`config.mk`:
```
export PLATFORM = sky130hd
export DESIGN_NAME = pmr_master
export DESIGN_NICKNAME = d
export VERILOG_FILES = /design/src/rtl/pmr_pkg.sv /design/src/rtl/pmr_regs.sv /design/src/rtl/pmr_master.sv
export SDC_FILE = /design/constraint.sdc
export NUM_CORES = 1
export LEC_CHECK = 0
export ABC_AREA = 1
export BUFFER_PORTS_ARGS = -buffer_cell sky130_fd_sc_hd__buf_2
export CORE_MARGIN = 8
export CORE_UTILIZATION = 50
export CTS_CLUSTER_SIZE = 8
export DETAILED_ROUTE_END_ITERATION = 10
export PLACE_DENSITY = 0.8
export SYNTH_ARGS = -nofsm -noshare
export SYNTH_HDL_FRONTEND = slang
export SYNTH_SLANG_ARGS = --single-unit
```
`constraint.sdc`:
```
create_clock -name aclk -period 1.7 [get_ports aclk]
set_input_delay 0.255 -clock aclk [delete_from_list [all_inputs] [get_ports aclk]]
set_output_delay 0.255 -clock aclk [all_outputs]
set_load 0.02 [all_outputs]
```
`src/rtl/pmr_pkg.sv`:
```
// pmr_pkg: constants and types of the pci burst-read master
// assumes one clock (aclk) shared by the pci pins, local side and axi4-lite slave
// How it works
// - every 64-bit local word moves as one or two 32-bit pci data phases.
// - on a 32-bit answer the unused upper local half is ignored or zeroed.
// - local side keeps whole qword; lane strobes say which dword moved.
// - qword-aligned start means first dword is lower half, else upper half.
// - core asserts pci request on the clock after seeing local request.
// - with grant and idle bus, core starts and asserts local grant.
// - after request and grant, status shows address loading.
// - core asserts frame; local master drops request after seeing address loading.
// - address phase drives address and command, status bus transaction, loads counter.
// - pci request released after frame once wide request is deasserted.
// - turnaround floats ad, drives byte enables, irdy follows ready, frame held.
// - no 64-bit acknowledge clears wide flag; local grant follows pci grant.
// - data phase completes on any clock with irdy and trdy both asserted.
// - clock after completion puts dword on its local half, decrements counter.
// - lower-lane delivery asserts low strobe and deasserts high strobe.
// - irdy stays asserted while ready held; frame held while phases remain.
// - upper-lane delivery asserts high strobe, deasserts low; strobes alternate.
// - after last phase frame then irdy drop; status termination, normal cause.
package pmr_pkg;

    // ==========================================================
    // widths
    localparam int ADDR_W = 32;
    localparam int LEN_W = 8;
    localparam int AXI_AW = 8;
    localparam logic [LEN_W-1:0] LEN_ONE = 8'h01;

    // ==========================================================
    // register map
    localparam logic [AXI_AW-1:0] REG_CTRL = 8'h00;
    localparam logic [AXI_AW-1:0] REG_STATUS = 8'h04;
    localparam logic [AXI_AW-1:0] REG_COUNT = 8'h08;
    localparam int CTRL_EN_BIT = 0;
    localparam int CTRL_ZERO_BIT = 1;
    localparam logic [1:0] CTRL_RESET = 2'h1;
    localparam logic [1:0] RESP_OKAY = 2'h0;
    localparam logic [1:0] RESP_SLVERR = 2'h2;

    // ==========================================================
    // local status and end cause codes
    localparam logic [3:0] LMS_IDLE = 4'h0;
    localparam logic [3:0] LMS_LOAD = 4'h1;
    localparam logic [3:0] LMS_BUS = 4'h2;
    localparam logic [3:0] LMS_TERM = 4'h3;
    localparam logic [1:0] END_NONE = 2'h0;
    localparam logic [1:0] END_NORMAL = 2'h1;
    localparam logic [1:0] END_MASTER_ABORT = 2'h2;

    // clocks allowed for devsel before abort
    localparam logic [2:0] DEVSEL_WAIT = 3'h5;

    // ==========================================================
    // types
    typedef enum logic [2:0] {
        S_IDLE = 3'b000,
        S_REQ = 3'b001,
        S_GRANT = 3'b011,
        S_LOAD = 3'b010,
        S_ADDR = 3'b110,
        S_TURN = 3'b111,
        S_DATA = 3'b101,
        S_TERM = 3'b100
    } pmr_state_e;

endpackage

```
`src/rtl/pmr_regs.sv`:
```
// pmr_regs: axi4-lite slave holding control and showing master state
// assumes one write and one read under way at most
`timescale 1ns/1ps
module pmr_regs (
    input wire logic aclk,
    input wire logic aresetn,
    input wire logic [pmr_pkg::AXI_AW-1:0] s_axi_awaddr,
    input wire logic s_axi_awvalid,
    output logic s_axi_awready,
    input wire logic [31:0] s_axi_wdata,
    input wire logic [3:0] s_axi_wstrb,
    input wire logic s_axi_wvalid,
    output logic s_axi_wready,
    output logic [1:0] s_axi_bresp,
    output logic s_axi_bvalid,
    input wire logic s_axi_bready,
    input wire logic [pmr_pkg::AXI_AW-1:0] s_axi_araddr,
    input wire logic s_axi_arvalid,
    output logic s_axi_arready,
    output logic [31:0] s_axi_rdata,
    output logic [1:0] s_axi_rresp,
    output logic s_axi_rvalid,
    input wire logic s_axi_rready,
    output logic ctrl_enable,
    output logic ctrl_zero_upper,
    input wire logic [31:0] status_word,
    input wire logic [31:0] dword_count
);
    import pmr_pkg::*;

    logic aw_full;
    logic w_full;
    logic [AXI_AW-1:0] aw_addr;
    logic [31:0] w_data;
    logic w_lane0;
    logic [1:0] ctrl;

    assign s_axi_awready = !aw_full && !s_axi_bvalid;
    assign s_axi_wready = !w_full && !s_axi_bvalid;
    assign s_axi_arready = !s_axi_rvalid;
    assign ctrl_enable = ctrl[CTRL_EN_BIT];
    assign ctrl_zero_upper = ctrl[CTRL_ZERO_BIT];

    // ==========================================================
    // write path: address and data taken in either order
    always_ff @(posedge aclk) begin
        if (!aresetn) begin
            aw_full <= 1'b0;
            w_full <= 1'b0;
            aw_addr <= '0;
            w_data <= '0;
            w_lane0 <= 1'b0;
        end else if (aw_full && w_full) begin
            aw_full <= 1'b0;
            w_full <= 1'b0;
        end else begin
            if (s_axi_awvalid && s_axi_awready) begin
                aw_full <= 1'b1;
                aw_addr <= s_axi_awaddr;
            end
            if (s_axi_wvalid && s_axi_wready) begin
                w_full <= 1'b1;
                w_data <= s_axi_wdata;
                w_lane0 <= s_axi_wstrb[0];
            end
        end
    end

    always_ff @(posedge aclk) begin
        if (!aresetn) begin
            ctrl <= CTRL_RESET;
            s_axi_bvalid <= 1'b0;
            s_axi_bresp <= RESP_OKAY;
        end else if (aw_full && w_full) begin
            s_axi_bvalid <= 1'b1;
            s_axi_bresp <= RESP_OKAY;
            if (aw_addr == REG_CTRL) begin
                if (w_lane0) begin
                    ctrl <= w_data[1:0];
                end
            end else if (aw_addr != REG_STATUS && aw_addr != REG_COUNT) begin
                s_axi_bresp <= RESP_SLVERR;
            end
        end else if (s_axi_bready) begin
            s_axi_bvalid <= 1'b0;
        end
    end

    // ==========================================================
    // read path
    always_ff @(posedge aclk) begin
        if (!aresetn) begin
            s_axi_rvalid <= 1'b0;
            s_axi_rdata <= '0;
            s_axi_rresp <= RESP_OKAY;
        end else if (s_axi_arvalid && s_axi_arready) begin
            s_axi_rvalid <= 1'b1;
            s_axi_rresp <= RESP_OKAY;
            unique case (s_axi_araddr)
                REG_CTRL: s_axi_rdata <= {30'h0, ctrl};
                REG_STATUS: s_axi_rdata <= status_word;
                REG_COUNT: s_axi_rdata <= dword_count;
                default: begin
                    s_axi_rdata <= '0;
                    s_axi_rresp <= RESP_SLVERR;
                end
            endcase
        end else if (s_axi_rready) begin
            s_axi_rvalid <= 1'b0;
        end
    end

endmodule

```
`src/rtl/pmr_master.sv`:
```
// pmr_master: pci bus-master burst read, 32-bit pci, 64-bit local side
// assumes pci pins and local inputs are synchronous to aclk;
// the testbench resolves frame, irdy and ad from their output enables
//
// Design decisions made here: register access over AXI4-Lite and the register addresses.
`timescale 1ns/1ps
module pmr_master (
    input wire logic aclk,
    input wire logic aresetn,
    // axi4-lite register port
    input wire logic [pmr_pkg::AXI_AW-1:0] s_axi_awaddr,
    input wire logic s_axi_awvalid,
    output logic s_axi_awready,
    input wire logic [31:0] s_axi_wdata,
    input wire logic [3:0] s_axi_wstrb,
    input wire logic s_axi_wvalid,
    output logic s_axi_wready,
    output logic [1:0] s_axi_bresp,
    output logic s_axi_bvalid,
    input wire logic s_axi_bready,
    input wire logic [pmr_pkg::AXI_AW-1:0] s_axi_araddr,
    input wire logic s_axi_arvalid,
    output logic s_axi_arready,
    output logic [31:0] s_axi_rdata,
    output logic [1:0] s_axi_rresp,
    output logic s_axi_rvalid,
    input wire logic s_axi_rready,
    // pci side
    output logic req_n,
    input wire logic gnt_n,
    input wire logic frame_n_in,
    output logic frame_n_out,
    output logic frame_oe,
    input wire logic irdy_n_in,
    output logic irdy_n_out,
    output logic irdy_oe,
    input wire logic trdy_n,
    input wire logic devsel_n,
    input wire logic ack64_n,
    input wire logic [31:0] ad_in,
    output logic [31:0] ad_out,
    output logic ad_oe,
    output logic [3:0] cbe_out,
    output logic cbe_oe,
    // local master side
    input wire logic local_req_narrow_n,
    input wire logic local_req_wide_n,
    input wire logic [pmr_pkg::ADDR_W-1:0] local_addr_in,
    input wire logic [3:0] local_cmd_byte_en_in,
    input wire logic [pmr_pkg::LEN_W-1:0] local_burst_len_in,
    input wire logic local_ready_n,
    output logic local_grant_n,
    output logic [3:0] local_master_state,
    output logic [1:0] end_cause_code,
    output logic [pmr_pkg::LEN_W-1:0] burst_remaining_count,
    output logic wide_transfer_active_n,
    output logic low_lane_xfer_n,
    output logic high_lane_xfer_n,
    output logic [63:0] local_data_out
);
    import pmr_pkg::*;

    pmr_state_e state;
    logic ctrl_enable;
    logic ctrl_zero_upper;
    logic bus_idle;
    logic phase_done;
    logic abort;
    logic devsel_seen;
    logic lane_hi;
    logic [2:0] devsel_wait;
    logic [31:0] dword_count;
    logic [31:0] status_word;
    logic [LEN_W-1:0] next_remaining;

    assign bus_idle = frame_n_in && irdy_n_in;
    assign phase_done = (state == S_DATA) && !irdy_n_out && !trdy_n;
    // no devsel in time: give up rather than hang the bus
    assign abort = (state == S_DATA) && !devsel_seen && (devsel_wait == DEVSEL_WAIT);
    assign next_remaining = phase_done ? burst_remaining_count - LEN_ONE
                                       : burst_remaining_count;

    // ==========================================================
    // registers
    assign status_word = {15'h0, (state != S_IDLE), burst_remaining_count,
                          2'h0, end_cause_code, local_master_state};

    pmr_regs u_regs (
        .aclk(aclk),
        .aresetn(aresetn),
        .s_axi_awaddr(s_axi_awaddr),
        .s_axi_awvalid(s_axi_awvalid),
        .s_axi_awready(s_axi_awready),
        .s_axi_wdata(s_axi_wdata),
        .s_axi_wstrb(s_axi_wstrb),
        .s_axi_wvalid(s_axi_wvalid),
        .s_axi_wready(s_axi_wready),
        .s_axi_bresp(s_axi_bresp),
        .s_axi_bvalid(s_axi_bvalid),
        .s_axi_bready(s_axi_bready),
        .s_axi_araddr(s_axi_araddr),
        .s_axi_arvalid(s_axi_arvalid),
        .s_axi_arready(s_axi_arready),
        .s_axi_rdata(s_axi_rdata),
        .s_axi_rresp(s_axi_rresp),
        .s_axi_rvalid(s_axi_rvalid),
        .s_axi_rready(s_axi_rready),
        .ctrl_enable(ctrl_enable),
        .ctrl_zero_upper(ctrl_zero_upper),
        .status_word(status_word),
        .dword_count(dword_count)
    );

    // ==========================================================
    // sequencer
    always_ff @(posedge aclk) begin
        if (!aresetn) begin
            state <= S_IDLE;
        end else begin
            unique case (state)
                S_IDLE: begin
                    if (!local_req_narrow_n && ctrl_enable) begin
                        state <= S_REQ;
                    end
                end
                S_REQ: begin
                    if (!gnt_n && bus_idle) begin
                        state <= S_GRANT;
                    end
                end
                S_GRANT: begin
                    if (!gnt_n && !local_req_narrow_n) begin
                        state <= S_LOAD;
                    end else if (local_req_narrow_n) begin
                        state <= S_IDLE;
                    end else begin
                        state <= S_REQ;
                    end
                end
                S_LOAD: state <= S_ADDR;
                S_ADDR: state <= S_TURN;
                S_TURN: state <= S_DATA;
                S_DATA: begin
                    if ((phase_done && frame_n_out) || abort) begin
                        state <= S_TERM;
                    end
                end
                S_TERM: state <= S_IDLE;
            endcase
        end
    end

    // ==========================================================
    // devsel watch
    always_ff @(posedge aclk) begin
        if (!aresetn || state == S_ADDR) begin
            devsel_wait <= '0;
            devsel_seen <= 1'b0;
        end else if (state == S_TURN || state == S_DATA) begin
            if (!devsel_n) begin
                devsel_seen <= 1'b1;
            end
            if (devsel_wait != DEVSEL_WAIT) begin
                devsel_wait <= devsel_wait + 3'h1;
            end
        end
    end

    // ==========================================================
    // pci request and local grant
    always_ff @(posedge aclk) begin
        if (!aresetn) begin
            req_n <= 1'b1;
        end else if (state == S_IDLE && !local_req_narrow_n && ctrl_enable) begin
            req_n <= 1'b0;
        end else if (state == S_ADDR && local_req_wide_n) begin
            req_n <= 1'b1;
        end else if (state == S_TERM || (state == S_GRANT && local_req_narrow_n)) begin
            req_n <= 1'b1;
        end
    end

    always_ff @(posedge aclk) begin
        if (!aresetn) begin
            local_grant_n <= 1'b1;
        end else if (state == S_REQ && !gnt_n && bus_idle) begin
            local_grant_n <= 1'b0;
        end else if (state == S_TURN || state == S_DATA) begin
            local_grant_n <= gnt_n;
        end else if (state == S_TERM || state == S_IDLE) begin
            local_grant_n <= 1'b1;
        end
    end

    // ==========================================================
    // frame, irdy, ad and byte enables
    always_ff @(posedge aclk) begin
        if (!aresetn) begin
            frame_n_out <= 1'b1;
            frame_oe <= 1'b0;
        end else if (state == S_LOAD) begin
            frame_n_out <= 1'b0;
            frame_oe <= 1'b1;
        end else if ((state == S_DATA && (phase_done && frame_n_out)) || abort) begin
            frame_n_out <= 1'b1;
            frame_oe <= 1'b0;
        end else if (state == S_TURN || state == S_DATA) begin
            // last phase: frame drops only together with irdy asserted
            if (!frame_n_out && next_remaining == LEN_ONE && !local_ready_n) begin
                frame_n_out <= 1'b1;
            end
        end
    end

    always_ff @(posedge aclk) begin
        if (!aresetn) begin
            irdy_n_out <= 1'b1;
            irdy_oe <= 1'b0;
        end else if (state == S_ADDR) begin
            irdy_n_out <= local_ready_n;
            irdy_oe <= 1'b1;
        end else if (state == S_TURN) begin
            irdy_n_out <= local_ready_n;
        end else if (state == S_DATA) begin
            if ((phase_done && frame_n_out) || abort) begin
                irdy_n_out <= 1'b1;
            end else if (!irdy_n_out && !phase_done) begin
                irdy_n_out <= 1'b0;
            end else begin
                irdy_n_out <= local_ready_n;
            end
        end else if (state == S_TERM) begin
            irdy_oe <= 1'b0;
        end
    end

    always_ff @(posedge aclk) begin
        if (!aresetn) begin
            ad_out <= '0;
            ad_oe <= 1'b0;
            cbe_out <= '0;
            cbe_oe <= 1'b0;
        end else if (state == S_LOAD) begin
            ad_out <= local_addr_in;
            ad_oe <= 1'b1;
            cbe_out <= local_cmd_byte_en_in;
            cbe_oe <= 1'b1;
        end else if (state == S_ADDR || state == S_TURN ||
                     (state == S_DATA && !(phase_done && frame_n_out) && !abort)) begin
            ad_oe <= 1'b0;
            cbe_out <= local_cmd_byte_en_in;
        end else begin
            ad_oe <= 1'b0;
            cbe_oe <= 1'b0;
        end
    end

    // ==========================================================
    // local status, end cause, counter
    always_ff @(posedge aclk) begin
        if (!aresetn) begin
            local_master_state <= LMS_IDLE;
            end_cause_code <= END_NONE;
        end else begin
            unique case (state)
                S_GRANT: begin
                    if (!gnt_n && !local_req_narrow_n) begin
                        local_master_state <= LMS_LOAD;
                        end_cause_code <= END_NONE;
                    end
                end
                S_LOAD: local_master_state <= LMS_BUS;
                S_DATA: begin
                    if (phase_done && frame_n_out) begin
                        local_master_state <= LMS_TERM;
                        end_cause_code <= END_NORMAL;
                    end else if (abort) begin
                        local_master_state <= LMS_TERM;
                        end_cause_code <= END_MASTER_ABORT;
                    end
                end
                S_TERM: local_master_state <= LMS_IDLE;
                default: local_master_state <= local_master_state;
            endcase
        end
    end

    always_ff @(posedge aclk) begin
        if (!aresetn) begin
            burst_remaining_count <= '0;
        end else if (state == S_LOAD) begin
            burst_remaining_count <= local_burst_len_in;
        end else if (state == S_DATA) begin
            burst_remaining_count <= next_remaining;
        end
    end

    always_ff @(posedge aclk) begin
        if (!aresetn) begin
            dword_count <= '0;
        end else if (phase_done) begin
            dword_count <= dword_count + 32'h1;
        end
    end

    always_ff @(posedge aclk) begin
        if (!aresetn) begin
            wide_transfer_active_n <= 1'b1;
        end else if (state == S_TURN) begin
            wide_transfer_active_n <= ack64_n;
        end else if (state == S_IDLE) begin
            wide_transfer_active_n <= 1'b1;
        end
    end

    // ==========================================================
    // lane steering: two dwords per local qword
    always_ff @(posedge aclk) begin
        if (!aresetn) begin
            lane_hi <= 1'b0;
        end else if (state == S_LOAD) begin
            lane_hi <= local_addr_in[2];
        end else if (phase_done) begin
            lane_hi <= !lane_hi;
        end
    end

    always_ff @(posedge aclk) begin
        if (!aresetn) begin
            local_data_out <= '0;
            low_lane_xfer_n <= 1'b1;
            high_lane_xfer_n <= 1'b1;
        end else if (phase_done) begin
            low_lane_xfer_n <= lane_hi;
            high_lane_xfer_n <= !lane_hi;
            if (lane_hi) begin
                local_data_out[63:32] <= ad_in;
            end else begin
                local_data_out[31:0] <= ad_in;
                if (ctrl_zero_upper) begin
                    local_data_out[63:32] <= '0;
                end
            end
        end else begin
            low_lane_xfer_n <= 1'b1;
            high_lane_xfer_n <= 1'b1;
        end
    end

endmodule

```
==> impl_metrics.env <==
export IMPL_clockBufferDepth=3
export IMPL_rows=48
export IMPL_totalWireLength_mm=31.4
export IMPL_p_sw_share_pct=28.9
export IMPL_start_util_pct=51.2
export IMPL_vias_per_cell=5.39
export IMPL_r2r_setup_slack_ns=0.05
export IMPL_grt_overflow_total=0
export IMPL_combPwrFrac_pct=18.6
export IMPL_design_area_sq_um=12300
export IMPL_die_w_um=149
export IMPL_io_buffers=272
export IMPL_grt_pass1_vias=9921
export IMPL_peakVddDrop_mv=0.750
export IMPL_synth_edff_count=0
export IMPL_syn_area_per_cell_sq_um=7.22
export IMPL_ys_warn_count=0
export IMPL_arrival_ns=2.06
export IMPL_synth_top_area_cell="dfxtp_1"
export IMPL_dr_pass1_iters=6
export IMPL_htree_levels=1
export IMPL_die_height_um=149
export IMPL_hpwl_mm=20.3
export IMPL_power_density_nw_per_um2=1070
export IMPL_clock_latency_ns=0.53
export IMPL_wl_per_cell_um=17.3
export IMPL_drtIter0Drc=673
export IMPL_gp_congestion=0.887
export IMPL_power_switching_uw=3820
export IMPL_cts_sinks=214
export IMPL_drive_gt1_share_pct=24.6
export IMPL_min_to="local_data_out[14]$_SDFFE_PN0P_"
export IMPL_synth_area_leaders="dfxtp_1 48%, nand2_1 13%, a21oi_1 8.8%"
export IMPL_holdPathStages=3
export IMPL_synth_ff_type="dfxtp_1"
export IMPL_hold_path_class="input pin to register"
export IMPL_antenna_found_initial=2
export IMPL_syn2layout_area_growth_pct=39.2
export IMPL_synth_cell_types=39
export IMPL_pin_count=310
export IMPL_postPlaceCellArea_sq_um=10600
export IMPL_path_max_fanout=15
export IMPL_slew_violations=0
export IMPL_p_leak_uw=0.00556
export IMPL_worstPathRequired_ns=2.11
export IMPL_pwr_share_clk_pct=39.3
export IMPL_cts_root_buffer="clkbuf_16"
export IMPL_r2r_start="irdy_n_out$_SDFFE_PN1P_"
export IMPL_async_flop_share_pct=0
export IMPL_synth_seq_area_share_pct=48.4
export IMPL_die_area_sq_um=22200
export IMPL_synth_top_cell_area_share_pct=48.4
export IMPL_reg2reg_depth=8
export IMPL_finalPower_uw=13200
export IMPL_cts_buffers=30
export IMPL_synth_cells=1226
export IMPL_fin_nets=1736
export IMPL_grt_pass1_wl_mm=49.1
export IMPL_max_freq_mhz=607
export IMPL_power_internal_uw=9390
export IMPL_p_seq_share_pct=42.1
export IMPL_mostFrequentLayoutCells="297 x nand2_1, 272 x buf_2, 210 x dfxtp_1"
export IMPL_ys_ff_latch=214
export IMPL_rsz0062_at_grt="true"
export IMPL_hold_viol_final=0
export IMPL_vias=9788
export IMPL_min_from="ad_in[14]"
export IMPL_path_class="register to register"
export IMPL_status="complete, no violations"
export IMPL_core_sq_um=17300
export IMPL_drc=0
export IMPL_cp_start_kind="register"
export IMPL_reg2reg_to="local_data_out[1]$_SDFFE_PN0P_"
export IMPL_drv_cap=0
export IMPL_grt_max_degree=66
export IMPL_drt_antenna_violating_nets=0
export IMPL_grtUsageTotal_pct=26.9
export IMPL_crit_path_end_kind="register"
export IMPL_fin_worst_skew_ns=0.0142
export IMPL_setup_viol_count_final=0
export IMPL_fin_crit_ns=1.65
export IMPL_layout_commonest_cell="nand2_1"
export IMPL_synth_area_sq_um=8850
export IMPL_cts_tree="done"
export IMPL_path_clk_slew_ns=0.05
export IMPL_min_period_over_period_pct=96.9
-- layer usage --
layer	part of all wire [%]	global-route usage [%]	vias to the layer above
li1	-	-	4696
met1	36	28.7	4455
met2	49	47.3	520
met3	10	8.34	117
met4	4.6	13.2	0
met5	0	0	-
-- kinds of logic after synthesis --
logic type,synth area share (%)
AND/OR/NAND/NOR,27.4
AO/OA/AOI/OAI,15.4
flip-flops,48.4
buffers and inverters,7.93
adder cells (fa/ha/maj),0.565
XOR/XNOR,0.297
other,0.0424
-- through the flow --
step / TNS [ns] / cells / hold slack, ns / utilization (%) / worst slack (ns)
after detailed placement: 0 / 1702 / 0.445 / 61.3 / 0.00860
after CTS: 0 / 1810 / 0.000615 / 70.2 / 0.0266
final: 0 / 1816 / 0.00744 / 71.2 / 0.0526
after global placement: 0 / 1702 / 0.441 / 61.3 / 0.0784
after floorplan: 0 / 1229 / 0.387 / - / 0.0864
after global routing: -0.127 / 1816 / 0.0142 / 71.2 / -0.0347
-- layout make-up --
type / instances / area, sq um
timing repair buffer: 389 / 2550
sequential: 214 / 4290
multi-input combinational: 840 / 3980
tap: 225 / 282
antenna: 2 / 5.00
fill: 1295 / 4970
clock buffer: 33 / 783
inverter: 113 / 429
-- power groups by stage --
| stage | combinational, uW | clock (uW) | sequential [uW] |
|---|---|---|---|
| after floorplan | 1080 | 0 | 5880 |
| after global placement | 2170 | 0 | 5610 |
| after detailed placement | 2210 | 0 | 5630 |
| after CTS | 2360 | 5230 | 5530 |
| after global routing | 2680 | 5450 | 5590 |
| final | 2460 | 5190 | 5560 |
-- repair_timing --
action                                  in CTS  in global routing
endpoints found under the setup margin       1                 63
setup buffers                                0                  2
hold buffers                                75                  0
gates cloned                                 0                  2
gates resized for setup                      1                 34
pin swaps                                    0                  9
hold endpoints to repair                    89                  0
-- flip-flops by register name (all words and copies together), names as in the netlist, 3 cells and up, named ones only --
register               count
dword_count               32
cbe_out                    4
burst_remaining_count      8
local_data_out            64
ad_out                    32
u_regs.s_axi_rdata        32
devsel_wait                3
u_regs.aw_addr             8
-- worst max-delay path, cell delays in order (launching register included) --
cell and delay, ns:
dfxtp_1 0.32, nor2_2 0.13, buf_4 0.16, nand3_4 0.15
nor2_4 0.24, clkinvlp_4 0.14, buf_12 0.16, nor2_1 0.14
nor2_1 0.09
-- synthesized netlist by cell type (2+ instances only) --
cell type and count:
nor2_1 112, o21ai_1 3, nand3_1 94, buf_2 18, o21ai_0 88, ha_1 4
nor3_1 25, clkbuf_1 39, o32ai_1 2, a31oi_1 2, a211oi_1 2, nand2_1 301
xor2_1 3, inv_1 110, nor2_2 5, dfxtp_1 214, o21a_1 3, nand3_2 2
clkinv_1 2, nand4_1 9, and3_1 3, nand3_4 2, a21oi_1 155, nor2_4 4
nand2_2 2, nand3b_1 2, o211ai_1 4, buf_4 5
-- worst max-delay path by stage --
stage | startpoint | end | slack, ns
2_1_floorplan | irdy_n_out$_SDFFE_PN1P_ | dword_count[14]$_SDFFE_PN0P_ | 0.09
3_3_place_gp | state[0]$_SDFFE_PN0P_ | cbe_oe$_SDFFE_PN0P_ | 0.08
3_5_place_dp | state[0]$_SDFFE_PN0P_ | cbe_oe$_SDFFE_PN0P_ | 0.009
4_1_cts | dword_count[6]$_SDFFE_PN0P_ | dword_count[25]$_SDFFE_PN0P_ | 0.03
5_1_grt | state[1]$_SDFFE_PN0P_ | dword_count[25]$_SDFFE_PN0P_ | -0.03
6_report | irdy_n_out$_SDFFE_PN1P_ | local_data_out[1]$_SDFFE_PN0P_ | 0.05
(Power assumes the default switching activity.)
